### src/include/spr_pkg.sv
/*
 * Constants, encodings and timing for the speed ramp with bus and current limit.
 * Assumes a single 125 MHz clock domain; speeds in 0.01 Hz, times in 0.1 s,
 * voltages in V, currents in 0.1 A, gain in hundredths.
 */
package spr_pkg;
	localparam int CLK_PERIOD_NS = 8;
	localparam int TICK_PERIOD_NS = 1_000_000;
	localparam int TICK_CYCLES = TICK_PERIOD_NS / CLK_PERIOD_NS;
	localparam int DS_PERIOD_NS = 100_000_000;
	localparam int TICKS_PER_DS = DS_PERIOD_NS / TICK_PERIOD_NS;

	localparam int SPD_W = 16;
	localparam int FRAC_W = 16;
	localparam int ACC_W = SPD_W + FRAC_W;
	localparam int TIME_W = 14;
	localparam int DEN_W = 20;
	localparam int VOLT_W = 11;
	localparam int GAIN_W = 10;
	localparam int CUR_W = 11;
	localparam int S_LOG2 = 6;

	localparam logic [TIME_W-1:0] TIME_MIN_DS = 14'h0001;
	localparam logic [TIME_W-1:0] TIME_MAX_DS = 14'h2706;
	localparam logic [TIME_W-1:0] RAMP_DEF_DS = 14'h0064;
	localparam logic [TIME_W-1:0] PROT_DEF_DS = 14'h0032;
	localparam logic S_PROFILE_DEF = 1'h0;
	localparam logic [VOLT_W-1:0] DC_MIN_V = 11'h153;
	localparam logic [VOLT_W-1:0] DC_MAX_V = 11'h4b0;
	localparam logic [VOLT_W-1:0] DC_DEF_V0 = 11'h190;
	localparam logic [VOLT_W-1:0] DC_DEF_V1 = 11'h320;
	localparam logic [VOLT_W-1:0] DC_DEF_V2 = 11'h3e8;
	localparam logic [GAIN_W-1:0] GAIN_MAX = 10'h3e7;
	localparam logic [GAIN_W-1:0] GAIN_DEF = 10'h096;
	localparam logic [CUR_W-1:0] CUR_MAX_DA = 11'h7d0;

	typedef enum logic [2:0] {
		SRC_FIRST, SRC_SECOND, SRC_DIGITAL, SRC_SERIAL, SRC_RSVD, SRC_FIELDBUS, SRC_USER
	} spr_src_e;
	localparam spr_src_e SRC_DEF = SRC_DIGITAL;

	// Bit 0 picks voltage accelerate, bit 1 picks current hold
	typedef enum logic [1:0] {
		LIM_VHOLD_CDEC, LIM_VACC_CDEC, LIM_VHOLD_CHOLD, LIM_VACC_CHOLD
	} spr_lim_e;
	localparam spr_lim_e LIM_DEF = LIM_VHOLD_CDEC;

	typedef enum logic {DV_IDLE, DV_RUN} spr_div_state_e;
endpackage

### src/design/spr_step_div.sv
/*
 * Sequential restoring divider that turns full speed and ramp length into a
 * per-tick frequency step. Assumes start only when idle and a non-zero divisor.
 */
`timescale 1ns/1ps
`default_nettype none
module spr_step_div import spr_pkg::*; #(
	parameter int NUM_W = 32,
	parameter int DW = 20
) (
	input wire logic clk_i,
	input wire logic arst_n_i,
	input wire logic start_i,
	input wire logic [NUM_W-1:0] num_i,
	input wire logic [DW-1:0] den_i,
	output logic busy_o,
	output logic done_o,
	output logic [NUM_W-1:0] quot_o
);
	if (NUM_W < 2 || NUM_W > 62 || DW < 1) begin : g_chk
		$error("spr_step_div: unsupported width");
	end

	spr_div_state_e state_ff;
	logic [NUM_W-1:0] q_ff;
	logic [DW:0] r_ff;
	logic [5:0] cnt_ff;
	logic [NUM_W-1:0] quot_ff;
	logic done_ff;
	// Divisor is held from start, as the ramp may change direction mid-division
	logic [DW-1:0] den_ff;
	wire [DW:0] shifted = {r_ff[DW-1:0], q_ff[NUM_W-1]};
	wire [DW+1:0] diff = {1'b0, shifted} - {2'h0, den_ff};
	wire fits = ~diff[DW+1];
	wire last = (cnt_ff == 6'h00);

	always_ff @(posedge clk_i or negedge arst_n_i) begin
		if (!arst_n_i) begin
			state_ff <= DV_IDLE;
			q_ff <= '0;
			r_ff <= '0;
			cnt_ff <= 6'h00;
			quot_ff <= '0;
			done_ff <= 1'h0;
			den_ff <= '0;
		end else begin
			done_ff <= 1'h0;
			case (state_ff)
				DV_IDLE: if (start_i) begin
					q_ff <= num_i;
					r_ff <= '0;
					cnt_ff <= 6'(NUM_W - 1);
					den_ff <= den_i;
					state_ff <= DV_RUN;
				end
				DV_RUN: begin
					r_ff <= fits ? diff[DW:0] : shifted;
					q_ff <= {q_ff[NUM_W-2:0], fits};
					cnt_ff <= cnt_ff - 6'h01;
					if (last) begin
						quot_ff <= {q_ff[NUM_W-2:0], fits};
						done_ff <= 1'h1;
						state_ff <= DV_IDLE;
					end
				end
				default: state_ff <= DV_IDLE;
			endcase
		end
	end

	assign busy_o = (state_ff == DV_RUN);
	assign done_o = done_ff;
	assign quot_o = quot_ff;
endmodule // spr_step_div
`default_nettype wire

### src/design/spr_ramp.sv
/*
 * Speed ramp generator with DC link overvoltage and output overcurrent limits.
 * Assumes settings and measurements come from logic on clk_i; only the
 * digital ramp-select input is a pin and is synchronised here.
 */
// Operation
// Three ramps: first, alternate, protection; protection overrides the others
// First ramp accelerates zero to max speed in accel time, default 10.0 s
// First ramp decelerates max speed to zero in decel time, default 10.0 s
// Alternate ramp has its own accel and decel times, default 10.0 s
// Protection ramp uses one time both ways, default 5.0 s
// S-profile setting 1 shapes ramps into S curves, 0 keeps linear
// Source selector: standard, alternate, input, serial, reserved, fieldbus, program
// Inactive or unassigned source falls back to the standard ramp
// Status reports whether the alternate ramp is active
// Limitation acting: protection rate, reference ignored, bounded by speed limits; voltage accelerate still ramps toward the reference
// DC link limitation beats current limitation when both request
// Limitation selector: four voltage and current action combinations, default 0
// Voltage hold freezes a decelerating ramp once bus reaches level
// Voltage accelerate adds gain times bus error in Hz to output
// Regulation level 339 to 1200 V, default by supply class
// Regulator gain 0.00 to 9.99, default 1.50
// Current hold for selector 2 or 3, decelerate for 0 or 1
// Configurer disables voltage limitation when rheostatic braking is used
// Current hold stops speed change while current above max level
// Current decelerate forces zero speed input while current above level
// Max current level settable 0.0 to 200.0 A
// Linear ramps add max speed over ticks per tick, saturating at target
`timescale 1ns/1ps
`default_nettype none
module spr_ramp import spr_pkg::*; #(
	parameter int TICK_CYC = TICK_CYCLES
) (
	input wire logic clk_i,
	input wire logic arst_n_i,
	input wire logic factory_defaults_i,
	input wire logic [SPD_W-1:0] speed_ref_i,
	input wire logic [TIME_W-1:0] accel_time_first_i,
	input wire logic [TIME_W-1:0] decel_time_first_i,
	input wire logic [TIME_W-1:0] accel_time_second_i,
	input wire logic [TIME_W-1:0] decel_time_second_i,
	input wire logic [TIME_W-1:0] protection_ramp_time_i,
	input wire logic s_profile_enable_i,
	input wire logic [2:0] second_ramp_source_sel_i,
	input wire logic digital_input_source_i,
	input wire logic digital_input_assigned_i,
	input wire logic serial_second_ramp_i,
	input wire logic fieldbus_second_ramp_i,
	input wire logic user_prog_second_ramp_i,
	input wire logic protection_ramp_req_i,
	input wire logic [SPD_W-1:0] min_speed_limit_i,
	input wire logic [SPD_W-1:0] max_speed_limit_i,
	input wire logic [CUR_W-1:0] max_current_level_i,
	input wire logic [CUR_W-1:0] motor_current_i,
	input wire logic [1:0] limitation_type_sel_i,
	input wire logic [VOLT_W-1:0] dc_regulation_level_i,
	input wire logic [GAIN_W-1:0] dc_regulator_gain_i,
	input wire logic [VOLT_W-1:0] dc_bus_measured_i,
	input wire logic [1:0] supply_class_sel_i,
	output logic [SPD_W-1:0] freq_cmd_o,
	output logic [SPD_W-1:0] ramp_out_o,
	output logic ramp_tick_o,
	output logic second_ramp_active_o,
	output logic protection_ramp_active_o,
	output logic dc_limit_active_o,
	output logic current_limit_active_o
);
	localparam int CNT_W = $clog2(TICK_CYC);
	if (TICK_CYC < 2 * ACC_W) begin : g_chk
		$error("spr_ramp: tick too short for the step divider");
	end

	function automatic logic [TIME_W-1:0] clamp_time(input logic [TIME_W-1:0] t);
		clamp_time = (t < TIME_MIN_DS) ? TIME_MIN_DS : (t > TIME_MAX_DS) ? TIME_MAX_DS : t;
	endfunction

	function automatic logic [SPD_W-1:0] clamp_spd(input logic [SPD_W-1:0] v,
			input logic [SPD_W-1:0] lo, input logic [SPD_W-1:0] hi);
		clamp_spd = (v < lo) ? lo : (v > hi) ? hi : v;
	endfunction

	function automatic logic src_active(input spr_src_e s, input logic di, input logic di_asg,
			input logic ser, input logic fb, input logic up);
		case (s)
			SRC_FIRST: src_active = 1'h0;
			SRC_SECOND: src_active = 1'h1;
			SRC_DIGITAL: src_active = di & di_asg;
			SRC_SERIAL: src_active = ser;
			SRC_FIELDBUS: src_active = fb;
			SRC_USER: src_active = up;
			default: src_active = 1'h0;
		endcase
	endfunction

	////////////////////////////////////////////////////////////////////////////////
	// Effective settings: factory values or range-limited inputs, except max speed, which is taken as given
	wire dflt = factory_defaults_i;
	wire [TIME_W-1:0] t_acc1 = dflt ? RAMP_DEF_DS : clamp_time(accel_time_first_i);
	wire [TIME_W-1:0] t_dec1 = dflt ? RAMP_DEF_DS : clamp_time(decel_time_first_i);
	wire [TIME_W-1:0] t_acc2 = dflt ? RAMP_DEF_DS : clamp_time(accel_time_second_i);
	wire [TIME_W-1:0] t_dec2 = dflt ? RAMP_DEF_DS : clamp_time(decel_time_second_i);
	wire [TIME_W-1:0] t_prot = dflt ? PROT_DEF_DS : clamp_time(protection_ramp_time_i);
	wire s_eff = dflt ? S_PROFILE_DEF : s_profile_enable_i;
	wire spr_src_e src_eff = dflt ? SRC_DEF : spr_src_e'(second_ramp_source_sel_i);
	wire spr_lim_e lim_eff = dflt ? LIM_DEF : spr_lim_e'(limitation_type_sel_i);
	// Unlisted supply classes fall back to the lowest level, the safe side
	wire [VOLT_W-1:0] dc_class_def = (supply_class_sel_i == 2'h1) ? DC_DEF_V1 :
		(supply_class_sel_i == 2'h2) ? DC_DEF_V2 : DC_DEF_V0;
	wire [VOLT_W-1:0] dc_level = dflt ? dc_class_def :
		(dc_regulation_level_i < DC_MIN_V) ? DC_MIN_V :
		(dc_regulation_level_i > DC_MAX_V) ? DC_MAX_V : dc_regulation_level_i;
	wire [GAIN_W-1:0] gain = dflt ? GAIN_DEF :
		(dc_regulator_gain_i > GAIN_MAX) ? GAIN_MAX : dc_regulator_gain_i;
	wire [CUR_W-1:0] cur_max = (max_current_level_i > CUR_MAX_DA) ?
		CUR_MAX_DA : max_current_level_i;
	wire [SPD_W-1:0] spd_max = max_speed_limit_i;
	wire [SPD_W-1:0] spd_min = (min_speed_limit_i > spd_max) ? spd_max : min_speed_limit_i;

	////////////////////////////////////////////////////////////////////////////////
	// Tick divider and pin synchroniser
	logic [CNT_W-1:0] tick_cnt_ff;
	logic tick_ff;
	logic di_meta_ff;
	logic di_sync_ff;
	wire tick_wrap = (tick_cnt_ff == CNT_W'(TICK_CYC - 1));

	always_ff @(posedge clk_i or negedge arst_n_i) begin
		if (!arst_n_i) begin
			tick_cnt_ff <= '0;
			tick_ff <= 1'h0;
			di_meta_ff <= 1'h0;
			di_sync_ff <= 1'h0;
		end else begin
			tick_cnt_ff <= tick_wrap ? '0 : tick_cnt_ff + 1'b1;
			tick_ff <= tick_wrap;
			di_meta_ff <= digital_input_source_i;
			di_sync_ff <= di_meta_ff;
		end
	end

	////////////////////////////////////////////////////////////////////////////////
	// Ramp selection and limitation decisions
	logic [ACC_W-1:0] acc_ff;
	logic [ACC_W-1:0] step_ff;
	logic [S_LOG2:0] s_lvl_ff;
	wire [SPD_W-1:0] ramp_spd = acc_ff[ACC_W-1:FRAC_W];
	wire second_sel = src_active(src_eff, di_sync_ff, digital_input_assigned_i,
		serial_second_ramp_i, fieldbus_second_ramp_i, user_prog_second_ramp_i);
	wire [SPD_W-1:0] ref_lim = clamp_spd(speed_ref_i, spd_min, spd_max);
	wire decel_dir = (ref_lim < ramp_spd);
	wire dc_over = (dc_bus_measured_i >= dc_level);
	wire cur_over = (motor_current_i > cur_max);
	wire v_hold = !lim_eff[0] && dc_over && decel_dir;
	wire v_acc = lim_eff[0] && dc_over;
	wire dc_act = v_hold | v_acc;
	wire c_hold = lim_eff[1] && cur_over && (ref_lim != ramp_spd) && !dc_act;
	wire c_dec = !lim_eff[1] && cur_over && !dc_act;
	wire hold = v_hold | c_hold;
	wire lim_act = dc_act | c_hold | c_dec;
	wire prot_act = protection_ramp_req_i | lim_act;
	wire [SPD_W-1:0] target = c_dec ? clamp_spd('0, spd_min, spd_max) : ref_lim;
	wire up = (target > ramp_spd);
	wire [TIME_W-1:0] t_sel = prot_act ? t_prot : second_sel ? (up ? t_acc2 : t_dec2) :
		(up ? t_acc1 : t_dec1);

	////////////////////////////////////////////////////////////////////////////////
	// Step computation: full speed over ramp length in ticks
	wire [DEN_W-1:0] den = DEN_W'(t_sel) * DEN_W'(TICKS_PER_DS);
	wire [ACC_W-1:0] num = {spd_max, {FRAC_W{1'b0}}};
	wire div_done;
	wire [ACC_W-1:0] div_quot;

	// A new ramp time is seen at the tick that starts a division, so it
	// shapes the step one tick late; a cheap divider was worth that lag
	spr_step_div #(.NUM_W(ACC_W), .DW(DEN_W)) u_div (
		.clk_i(clk_i),
		.arst_n_i(arst_n_i),
		.start_i(tick_ff),
		.num_i(num),
		.den_i(den),
		.busy_o(),
		.done_o(div_done),
		.quot_o(div_quot)
	);

	// S profile scales the step by a level that grows while moving and shrinks at rest
	wire moving = !hold && (target != ramp_spd);
	wire [ACC_W+S_LOG2:0] s_prod = {{(S_LOG2+1){1'b0}}, step_ff} * {{ACC_W{1'b0}}, s_lvl_ff};
	wire [ACC_W-1:0] step_use = s_eff ? s_prod[ACC_W+S_LOG2-1:S_LOG2] : step_ff;
	wire [S_LOG2:0] s_full = {1'b1, {S_LOG2{1'b0}}};
	wire [S_LOG2:0] nxt_s_lvl = !tick_ff ? s_lvl_ff :
		(moving && s_lvl_ff != s_full) ? s_lvl_ff + 1'b1 :
		(!moving && s_lvl_ff != '0) ? s_lvl_ff - 1'b1 : s_lvl_ff;

	////////////////////////////////////////////////////////////////////////////////
	// Ramp integrator with saturation at the target
	wire [ACC_W-1:0] tgt_acc = {target, {FRAC_W{1'b0}}};
	wire [ACC_W:0] sum_up = {1'b0, acc_ff} + {1'b0, step_use};
	wire [ACC_W-1:0] up_next = (sum_up >= {1'b0, tgt_acc}) ? tgt_acc : sum_up[ACC_W-1:0];
	wire [ACC_W-1:0] diff_dn = acc_ff - step_use;
	wire [ACC_W-1:0] dn_next = (acc_ff > step_use && diff_dn > tgt_acc) ? diff_dn : tgt_acc;
	wire [ACC_W-1:0] nxt_acc = (!tick_ff || hold) ? acc_ff : up ? up_next : dn_next;

	// Overvoltage correction: positive bus error times gain is in 0.01 Hz already
	wire [VOLT_W-1:0] dc_err = dc_over ? dc_bus_measured_i - dc_level : '0;
	wire [VOLT_W+GAIN_W-1:0] corr = {{GAIN_W{1'b0}}, dc_err} * {{VOLT_W{1'b0}}, gain};
	wire [VOLT_W+GAIN_W:0] f_sum = {{(VOLT_W+GAIN_W+1-SPD_W){1'b0}}, ramp_spd} + {1'b0, corr};
	wire [VOLT_W+GAIN_W:0] max_ext = {{(VOLT_W+GAIN_W+1-SPD_W){1'b0}}, spd_max};
	wire [SPD_W-1:0] nxt_freq = !v_acc ? ramp_spd :
		(f_sum > max_ext) ? spd_max : f_sum[SPD_W-1:0];

	logic [SPD_W-1:0] freq_ff;
	logic second_ff;
	logic prot_ff;
	logic dc_lim_ff;
	logic cur_lim_ff;

	always_ff @(posedge clk_i or negedge arst_n_i) begin
		if (!arst_n_i) begin
			acc_ff <= '0;
			step_ff <= '0;
			s_lvl_ff <= '0;
			freq_ff <= '0;
		end else begin
			acc_ff <= nxt_acc;
			s_lvl_ff <= nxt_s_lvl;
			if (div_done)
				step_ff <= div_quot;
			if (tick_ff)
				freq_ff <= nxt_freq;
		end
	end

	always_ff @(posedge clk_i or negedge arst_n_i) begin
		if (!arst_n_i) begin
			second_ff <= 1'h0;
			prot_ff <= 1'h0;
			dc_lim_ff <= 1'h0;
			cur_lim_ff <= 1'h0;
		end else begin
			second_ff <= second_sel && !prot_act;
			prot_ff <= prot_act;
			dc_lim_ff <= dc_act;
			cur_lim_ff <= c_hold | c_dec;
		end
	end

	assign freq_cmd_o = freq_ff;
	assign ramp_out_o = ramp_spd;
	assign ramp_tick_o = tick_ff;
	assign second_ramp_active_o = second_ff;
	assign protection_ramp_active_o = prot_ff;
	assign dc_limit_active_o = dc_lim_ff;
	assign current_limit_active_o = cur_lim_ff;
endmodule // spr_ramp
`default_nettype wire

### config.mk
export PLATFORM = sky130hd
export DESIGN_NAME = spr_ramp
export DESIGN_NICKNAME = d
export VERILOG_FILES = /design/src/include/spr_pkg.sv /design/src/design/spr_step_div.sv /design/src/design/spr_ramp.sv
export SDC_FILE = /design/constraint.sdc
export NUM_CORES = 2
export LEC_CHECK = 0
export BUFFER_PORTS_ARGS = -buffer_cell sky130_fd_sc_hd__buf_2
export CAP_MARGIN = 20
export CORE_MARGIN = 4
export CORE_UTILIZATION = 35
export CTS_CLUSTER_DIAMETER = 50
export CTS_CLUSTER_SIZE = 12
export DETAILED_ROUTE_END_ITERATION = 10
export REMOVE_ABC_BUFFERS = 1
export SKIP_LAST_GASP = 1
export SYNTH_ARGS = -nofsm -noshare
export SYNTH_HDL_FRONTEND = slang
export SYNTH_SLANG_ARGS = --single-unit
### constraint.sdc
create_clock -name clk_i -period 12 [get_ports clk_i]
set_input_delay 1.8 -clock clk_i [delete_from_list [all_inputs] [get_ports clk_i]]
set_output_delay 1.8 -clock clk_i [all_outputs]
set_load 0.005 [all_outputs]
Word level (Yosys, flattened, before mapping) --
Cells that the tools add are included.
Storage, ports and cells: bits in registers 221, bits of input ports 189, output and inout port bits 37, logic and storage cells 165
Cells by class: add/sub/neg operators 9, $mul 3, magnitude comparators 27, eq/ne operators 12, mux-type cells 59, bitwise operators 9, reductions and logical operators 27
Operators with widths (number):
- 14-bit two-way mux | 19
- 32-bit two-way mux | 5
- 16-bit two-way mux | 8
- 14-bit greater-than comparator (second input constant) | 5
- 14-bit by 1-bit < comparator with 1-bit output (second input constant) | 5
- 32-bit greater-than comparator | 2
- 32-bit one-hot mux with 2 select lines | 1
- 11-bit two-way mux | 5
- 16-bit greater-than comparator | 3
- 10-bit two-way mux | 4
- 20-bit two-way mux | 2
- 20-bit one-hot mux with 2 select lines | 1
- 32-bit by 7-bit multiplier with 38-bit output | 1
- 32-bit by 32-bit adder with 33-bit output | 1
- 33-bit by 32-bit >= comparator with 1-bit output | 1
- 16-bit < comparator | 2
- 16-bit inequality test | 2
- 32-bit subtractor | 1
- 16-bit by 21-bit adder with 22-bit output | 1
- 11-bit greater-than comparator (second input constant) | 2
- 22-bit by 16-bit greater-than comparator with 1-bit output | 1
- 21-bit by 20-bit subtractor with 22-bit output | 1
- 11-bit by 10-bit multiplier with 21-bit output | 1
- 14-bit by 5-bit multiplier with 18-bit output (second input constant) | 1
- 38 further kinds | 71

Depth between registers and ports, before layout --
word-level depth 17, gate-level depth with buffers 62

Hierarchy --
Synthesis repeated with hierarchy kept, for this count alone.
Second synthesis, totals: cell total of the unflattened synthesis 3937, area, all modules 32565.0 um^2
Modules (own cells, without submodules):
- spr_ramp | times used 1, cells each 3345, area an instance 26989.6 um^2
- spr_step_div | times used 1, cells each 592, area an instance 5575.3 um^2

Least setup slack after synthesis --
No wires, ideal clock.
path kind input to register, start point in max_speed_limit_i[10], end point reg u_div.den_ff[19], arrival time 13706 ps, data required time 11862 ps, setup slack -1844 ps, stages 58, path through inv_1 -> ha_1 -> a41oi_1 -> o21ai_0 -> a221o_1 -> a2111oi_0 -> or2_2 -> clkbuf_1 -> clkbuf_1 -> buf_1 -> a21oi_1 -> ha_1 -> nand4_1 -> or3_1 -> nor2_1 -> o211ai_1 -> nand2_1 -> buf_1 -> (+22 left out) -> a221oi_1 -> o31ai_1 -> ha_1 -> ha_1 -> inv_1 -> fa_1 -> inv_1 -> ha_1 -> a21oi_1 -> o21bai_1 -> a21oi_1 -> o21bai_1 -> a21oi_1 -> o311ai_0 -> or4_1 -> a31oi_1 -> xnor2_1 -> o21ai_0
Between the ends: cells in the longest elaborated chain, start to end 15, elaborated cells on any way between the ends 28, classes of those cells 1 x mul; 7 x order compare; 1 x eq/ne; 10 x mux; 4 x bitwise; 5 x reduce/logical
RTL lines:
- start: declaration | line spr_ramp.sv:52 | input wire logic [SPD_W-1:0] max_speed_limit_i,
- 16-bit greater-than comparator | line spr_ramp.sv:117 | wire [SPD_W-1:0] spd_min = (min_speed_limit_i > spd_max) ? spd_max : min_speed_limit_i;
- 16-bit two-way mux | line spr_ramp.sv:117
- 16-bit < comparator | line spr_ramp.sv:79 | clamp_spd = (v < lo) ? lo : (v > hi) ? hi : v;
- 16-bit two-way mux | line spr_ramp.sv:79
- 16-bit < comparator | line spr_ramp.sv:150 | wire decel_dir = (ref_lim < ramp_spd);
- 1-bit logical AND | line spr_ramp.sv:153 | wire v_hold = !lim_eff[0] && dc_over && decel_dir;
- 1-bit OR | line spr_ramp.sv:155 | wire dc_act = v_hold | v_acc;
- 1-bit logical NOT | line spr_ramp.sv:156, spr_ramp.sv:157
- 1-bit logical AND | line spr_ramp.sv:157 | wire c_dec = !lim_eff[1] && cur_over && !dc_act;
- 16-bit two-way mux | line spr_ramp.sv:161 | wire [SPD_W-1:0] target = c_dec ? clamp_spd('0, spd_min, spd_max) : ref_lim;
- 16-bit greater-than comparator | line spr_ramp.sv:162 | wire up = (target > ramp_spd);
- 14-bit two-way mux (on tied branches) | line spr_ramp.sv:164, spr_ramp.sv:163
- 14-bit two-way mux | line spr_ramp.sv:163 | wire [TIME_W-1:0] t_sel = prot_act ? t_prot : second_sel ? (up ? t_acc2 : t_dec2) :
- 14-bit two-way mux * | line spr_ramp.sv:163
- 14-bit by 5-bit multiplier with 18-bit output * | line spr_ramp.sv:168 | wire [DEN_W-1:0] den = DEN_W'(t_sel) * DEN_W'(TICKS_PER_DS);
- end signal: assignment | line spr_step_div.sv:53 | den_ff <= den_i;
- end: declaration | line spr_step_div.sv:31 | logic [DW-1:0] den_ff;
Every way passes the cells marked *; elsewhere a longest branch is shown, timed or not. A chain may end at the register's enable or synchronous reset.

Worst setup path after layout --
start point in max_speed_limit_i[9], end point reg u_div.den_ff[19]
The elaborated chain is that of the path after synthesis.

==> summary.md <==
| Metric | Value |
|---|---|
| Status | finished with violations |
| Failing checks | negative setup slack |
| Number of flops mapped to enable cells by yosys | 0 |
| Top-area cell type share of the netlist area | 17.3% |
| Initial Utilization | 35.4% |
| #FFs+latches synth | 221 |
| GRT Total Usage | 21.8% |
| Final worst path period share | 101% |
| Remaining DRCs | 0 |
| Critical Path Fanout Max | 7 |
| Final wirelength | 106,000 microns |
| Main combinational cell family by area after synthesis | adder cells |
| Unique masters post-synth | 94 |
| Clk slew on worst S/H paths | 60 ps |
| Main synth FF type | dfrtp_1 |
| WP data arrival | 12,570 ps |
| Commonest non-fill, non-tap cell in the layout | nand2_1 |
| GPL Wtd Cong | 0.950 |
| Synth warn | 0 |
| Syn Area/Cell | 8.19 sq um |
| Initial antenna violation count | 10 |
| CTS Hold Bufs | 0 |
| Max_slew headroom | 26.8% |
| Port Buffers | 225 |
| Mapped Cells | 3,909 |
| Final Hold Vio Count | 0 |
| TNS Setup | -373 ps |
| Number of global-route vias before repair | 29,200 |
| Slew @ Worst Pin | 1100 ps |
| Flop-to-flop setup slack | 500 ps |
| Iteration-0 DRC count of the detailed router | 2,091 |
| Simple-gate portion of the synthesized area | 19.5% |
| FF/Latch Area | 5540 sq um |
| Clock root buffer | clkbuf_16 |
| Die width | 310 microns |
| FP Rows | 110 |
| Nets | 5,145 |
| Vias per cell | 5.36 |
| # clock sinks | 221 |
| Hold WC Path Type | register to register |
| Worst Path Required | 12,430 ps |
| Maximum buffer depth of the clock tree | 3 |
| Setup violators final | 4 |
| P&R area growth vs syn | 21.0% |
| DP Wirelength | 85,500 microns |
| Final worst slack | -137 ps |
| Die Span Y | 310 microns |
| Most frequent cells in the layout | 592 x nand2_1, 394 x inv_1, 374 x ha_1, 332 x buf_4, 247 x fa_1 |
| FILL cells | 9,075 |
| Vias | 29,600 |
| Maximum clock rate | 82.4 MHz |
| Core area | 90,400 sq um |
| Dpl ws | -1830 ps |
| Largest net degree at the start of global routing | 134 |
| Post-Synth Adder-Cell Area | 31.1% |
| CTS tree | built |
| Total Power Consumption | 5.40 mW |
| Placed Instance Area | 36,000 sq um |
| Post-synth ARST share | 100% |
| Antenna viol nets, final | 0 |
| Fraction of layout cells with a size suffix above 1 | 19.9% |
| GR Overflow Total | 0 |
| Compound-gate portion of the synthesized area | 16.4% |
| Leakage | 19.5 nW |
| RSZ-0062 raised after global routing | true |
| CP max stage cell | fa_1 |
| Top cells by area, synth | dfrtp_1 17%, fa_1 16%, ha_1 15% |
| Peak supply drop | 0.203 mV |
| Kind of critical path | input port to register |
| Synthesized area | 32,000 sq um |
| Crit end category | register |
| H-tree depth | 2 |
| Sequential-to-total area share from yosys stat | 17.3% |
| Slowest stage delay, CP | 540 ps |
| 1st-pass router iterations | 6 |
| Ports | 226 |
| Maxcap violations | 0 |
| First-pass GRT wire length | 166,000 microns |
| Pwr Density | 139 nW/um^2 |
| Area of the multi-input gates | 25,000 sq um |
| CP startpoint kind | input port |
| Pins Over Slew Limit | 0 |
| Post-synthesis mux area share | 4.38% |
| Clk_lat worst skew | 560 ps |
| Wire per inst | 19.2 microns |
| Minimum clock period | 12,140 ps |
| Full die area | 96,400 sq um |
| XOR/XNOR Fraction of Synth Area | 3.88% |
| CTS buffer count | 37 |
| Crit-path most repeated cell | ha_4 |
| Final Instance Area | 38,800 sq um |
| Layout Utilization | 42.9% |
| Post-Route Skew | 34.6 ps |
| Area leader, netlist | dfrtp_1 |
==> critical path, delay by kind of cell <==
kind	cells	cell delay, ps
buffers and inverters	11	1270
xor gates and xnor gates	1	140
adders and majority gates	8	2200
AOI/OAI and AO/OA	28	4380
and+or+nand+nor	10	2300
muxes	2	430
==> metal layers <==
| layer | up-vias | wire (microns) | track usage (%) |
|---|---|---|---|
| met3 | 161 | 6580 | 2.55 |
| met4 | 2 | 3300 | 6.22 |
| met2 | 916 | 49600 | 36.7 |
| met5 | - | 13 | 0 |
| met1 | 14400 | 46600 | 29.7 |
| li1 | 14100 | - | - |
==> timing repair <==
action	in CTS	in global routing
gates resized for setup	83	132
gates cloned	1	0
endpoints found under the setup margin	12	42
pin swaps	49	80
setup buffers	33	25
hold endpoints to repair	0	0
==> area by class of cell <==
type / count / area share [%]
multi-input combinational: 3071 / 64.4
antenna: 7 / 0.0452
sequential: 221 / 14.3
tap: 1176 / 3.80
timing repair buffer: 567 / 9.99
clock inverter: 23 / 0.833
inverter: 414 / 4.05
clock buffer: 44 / 2.56
==> per-stage QoR <==
stage	hold WS [ps]	instances
final	399	5523
after detailed placement	401	5391
after global placement	399	5391
after floorplan	331	3706
after global routing	416	5523
after CTS	408	5492
==> state kept, by name (all words and copies together), names as in the netlist, 6 cells and up <==
register	count
u_div.r_ff	20
u_div.quot_o	32
u_div.q_ff	32
step_ff	32
freq_cmd_o	16
tick_cnt_ff	17
s_lvl_ff	7
acc_ff	32
u_div.den_ff	18
u_div.cnt_ff	6
==> cells in the mapped netlist (16+ instances only) <==
cell type / instances
inv_1: 410
ha_1: 396
or2_2: 17
a221oi_1: 19
buf_4: 16
buf_1: 24
dfrtp_1: 221
a211oi_1: 24
fa_1: 248
and2_1: 70
mux2_2: 57
nor4_1: 27
o211ai_1: 28
o31ai_1: 23
xnor2_1: 93
o21bai_1: 30
nand2_1: 597
nand4_1: 33
o21a_1: 49
clkbuf_1: 153
a21oi_1: 214
nor3_1: 60
nand2b_1: 58
nor2_1: 250
and3_1: 29
a21o_1: 57
a31oi_1: 25
mux2i_1: 76
nor2b_1: 62
o22ai_1: 19
a22oi_1: 17
xor2_1: 49
or4_1: 19
o21ai_0: 180
nand3_1: 60
o221ai_1: 17
==> kinds of logic (layout without fill, tap and decap cells) <==
family                     count (synthesis)  in the layout
and+or+nand+nor                         1338           1338
other                                      0              7
adders and majority gates                648            648
DFF                                      221            221
buffers and inverters                    617           1048
muxes                                    133            133
AOI/OAI and AO/OA                        810            810
xor gates and xnor gates                 142            142
==> where the power goes <==
group          total [mW]  switching (mW)  internal (mW)
Clock                1.14           0.429          0.714
Combinational        3.50            1.90           1.60
Sequential          0.759         0.00428          0.755
==> final timing paths <==
| path | start | end | cells past startpoint |
|---|---|---|---|
| max | max_speed_limit_i[9] | u_div.den_ff[19] | 60 |
| min | di_meta_ff | di_sync_ff | 0 |
| max reg2reg | s_lvl_ff[6] | acc_ff[21] | 38 |
| min reg2reg | di_meta_ff | di_sync_ff | 0 |
| max in group asynchronous | arst_n_i | u_div.q_ff[1] | 2 |
| min in group asynchronous | arst_n_i | protection_ramp_active_o | 1 |
Power figures use the tool's default switching activity.
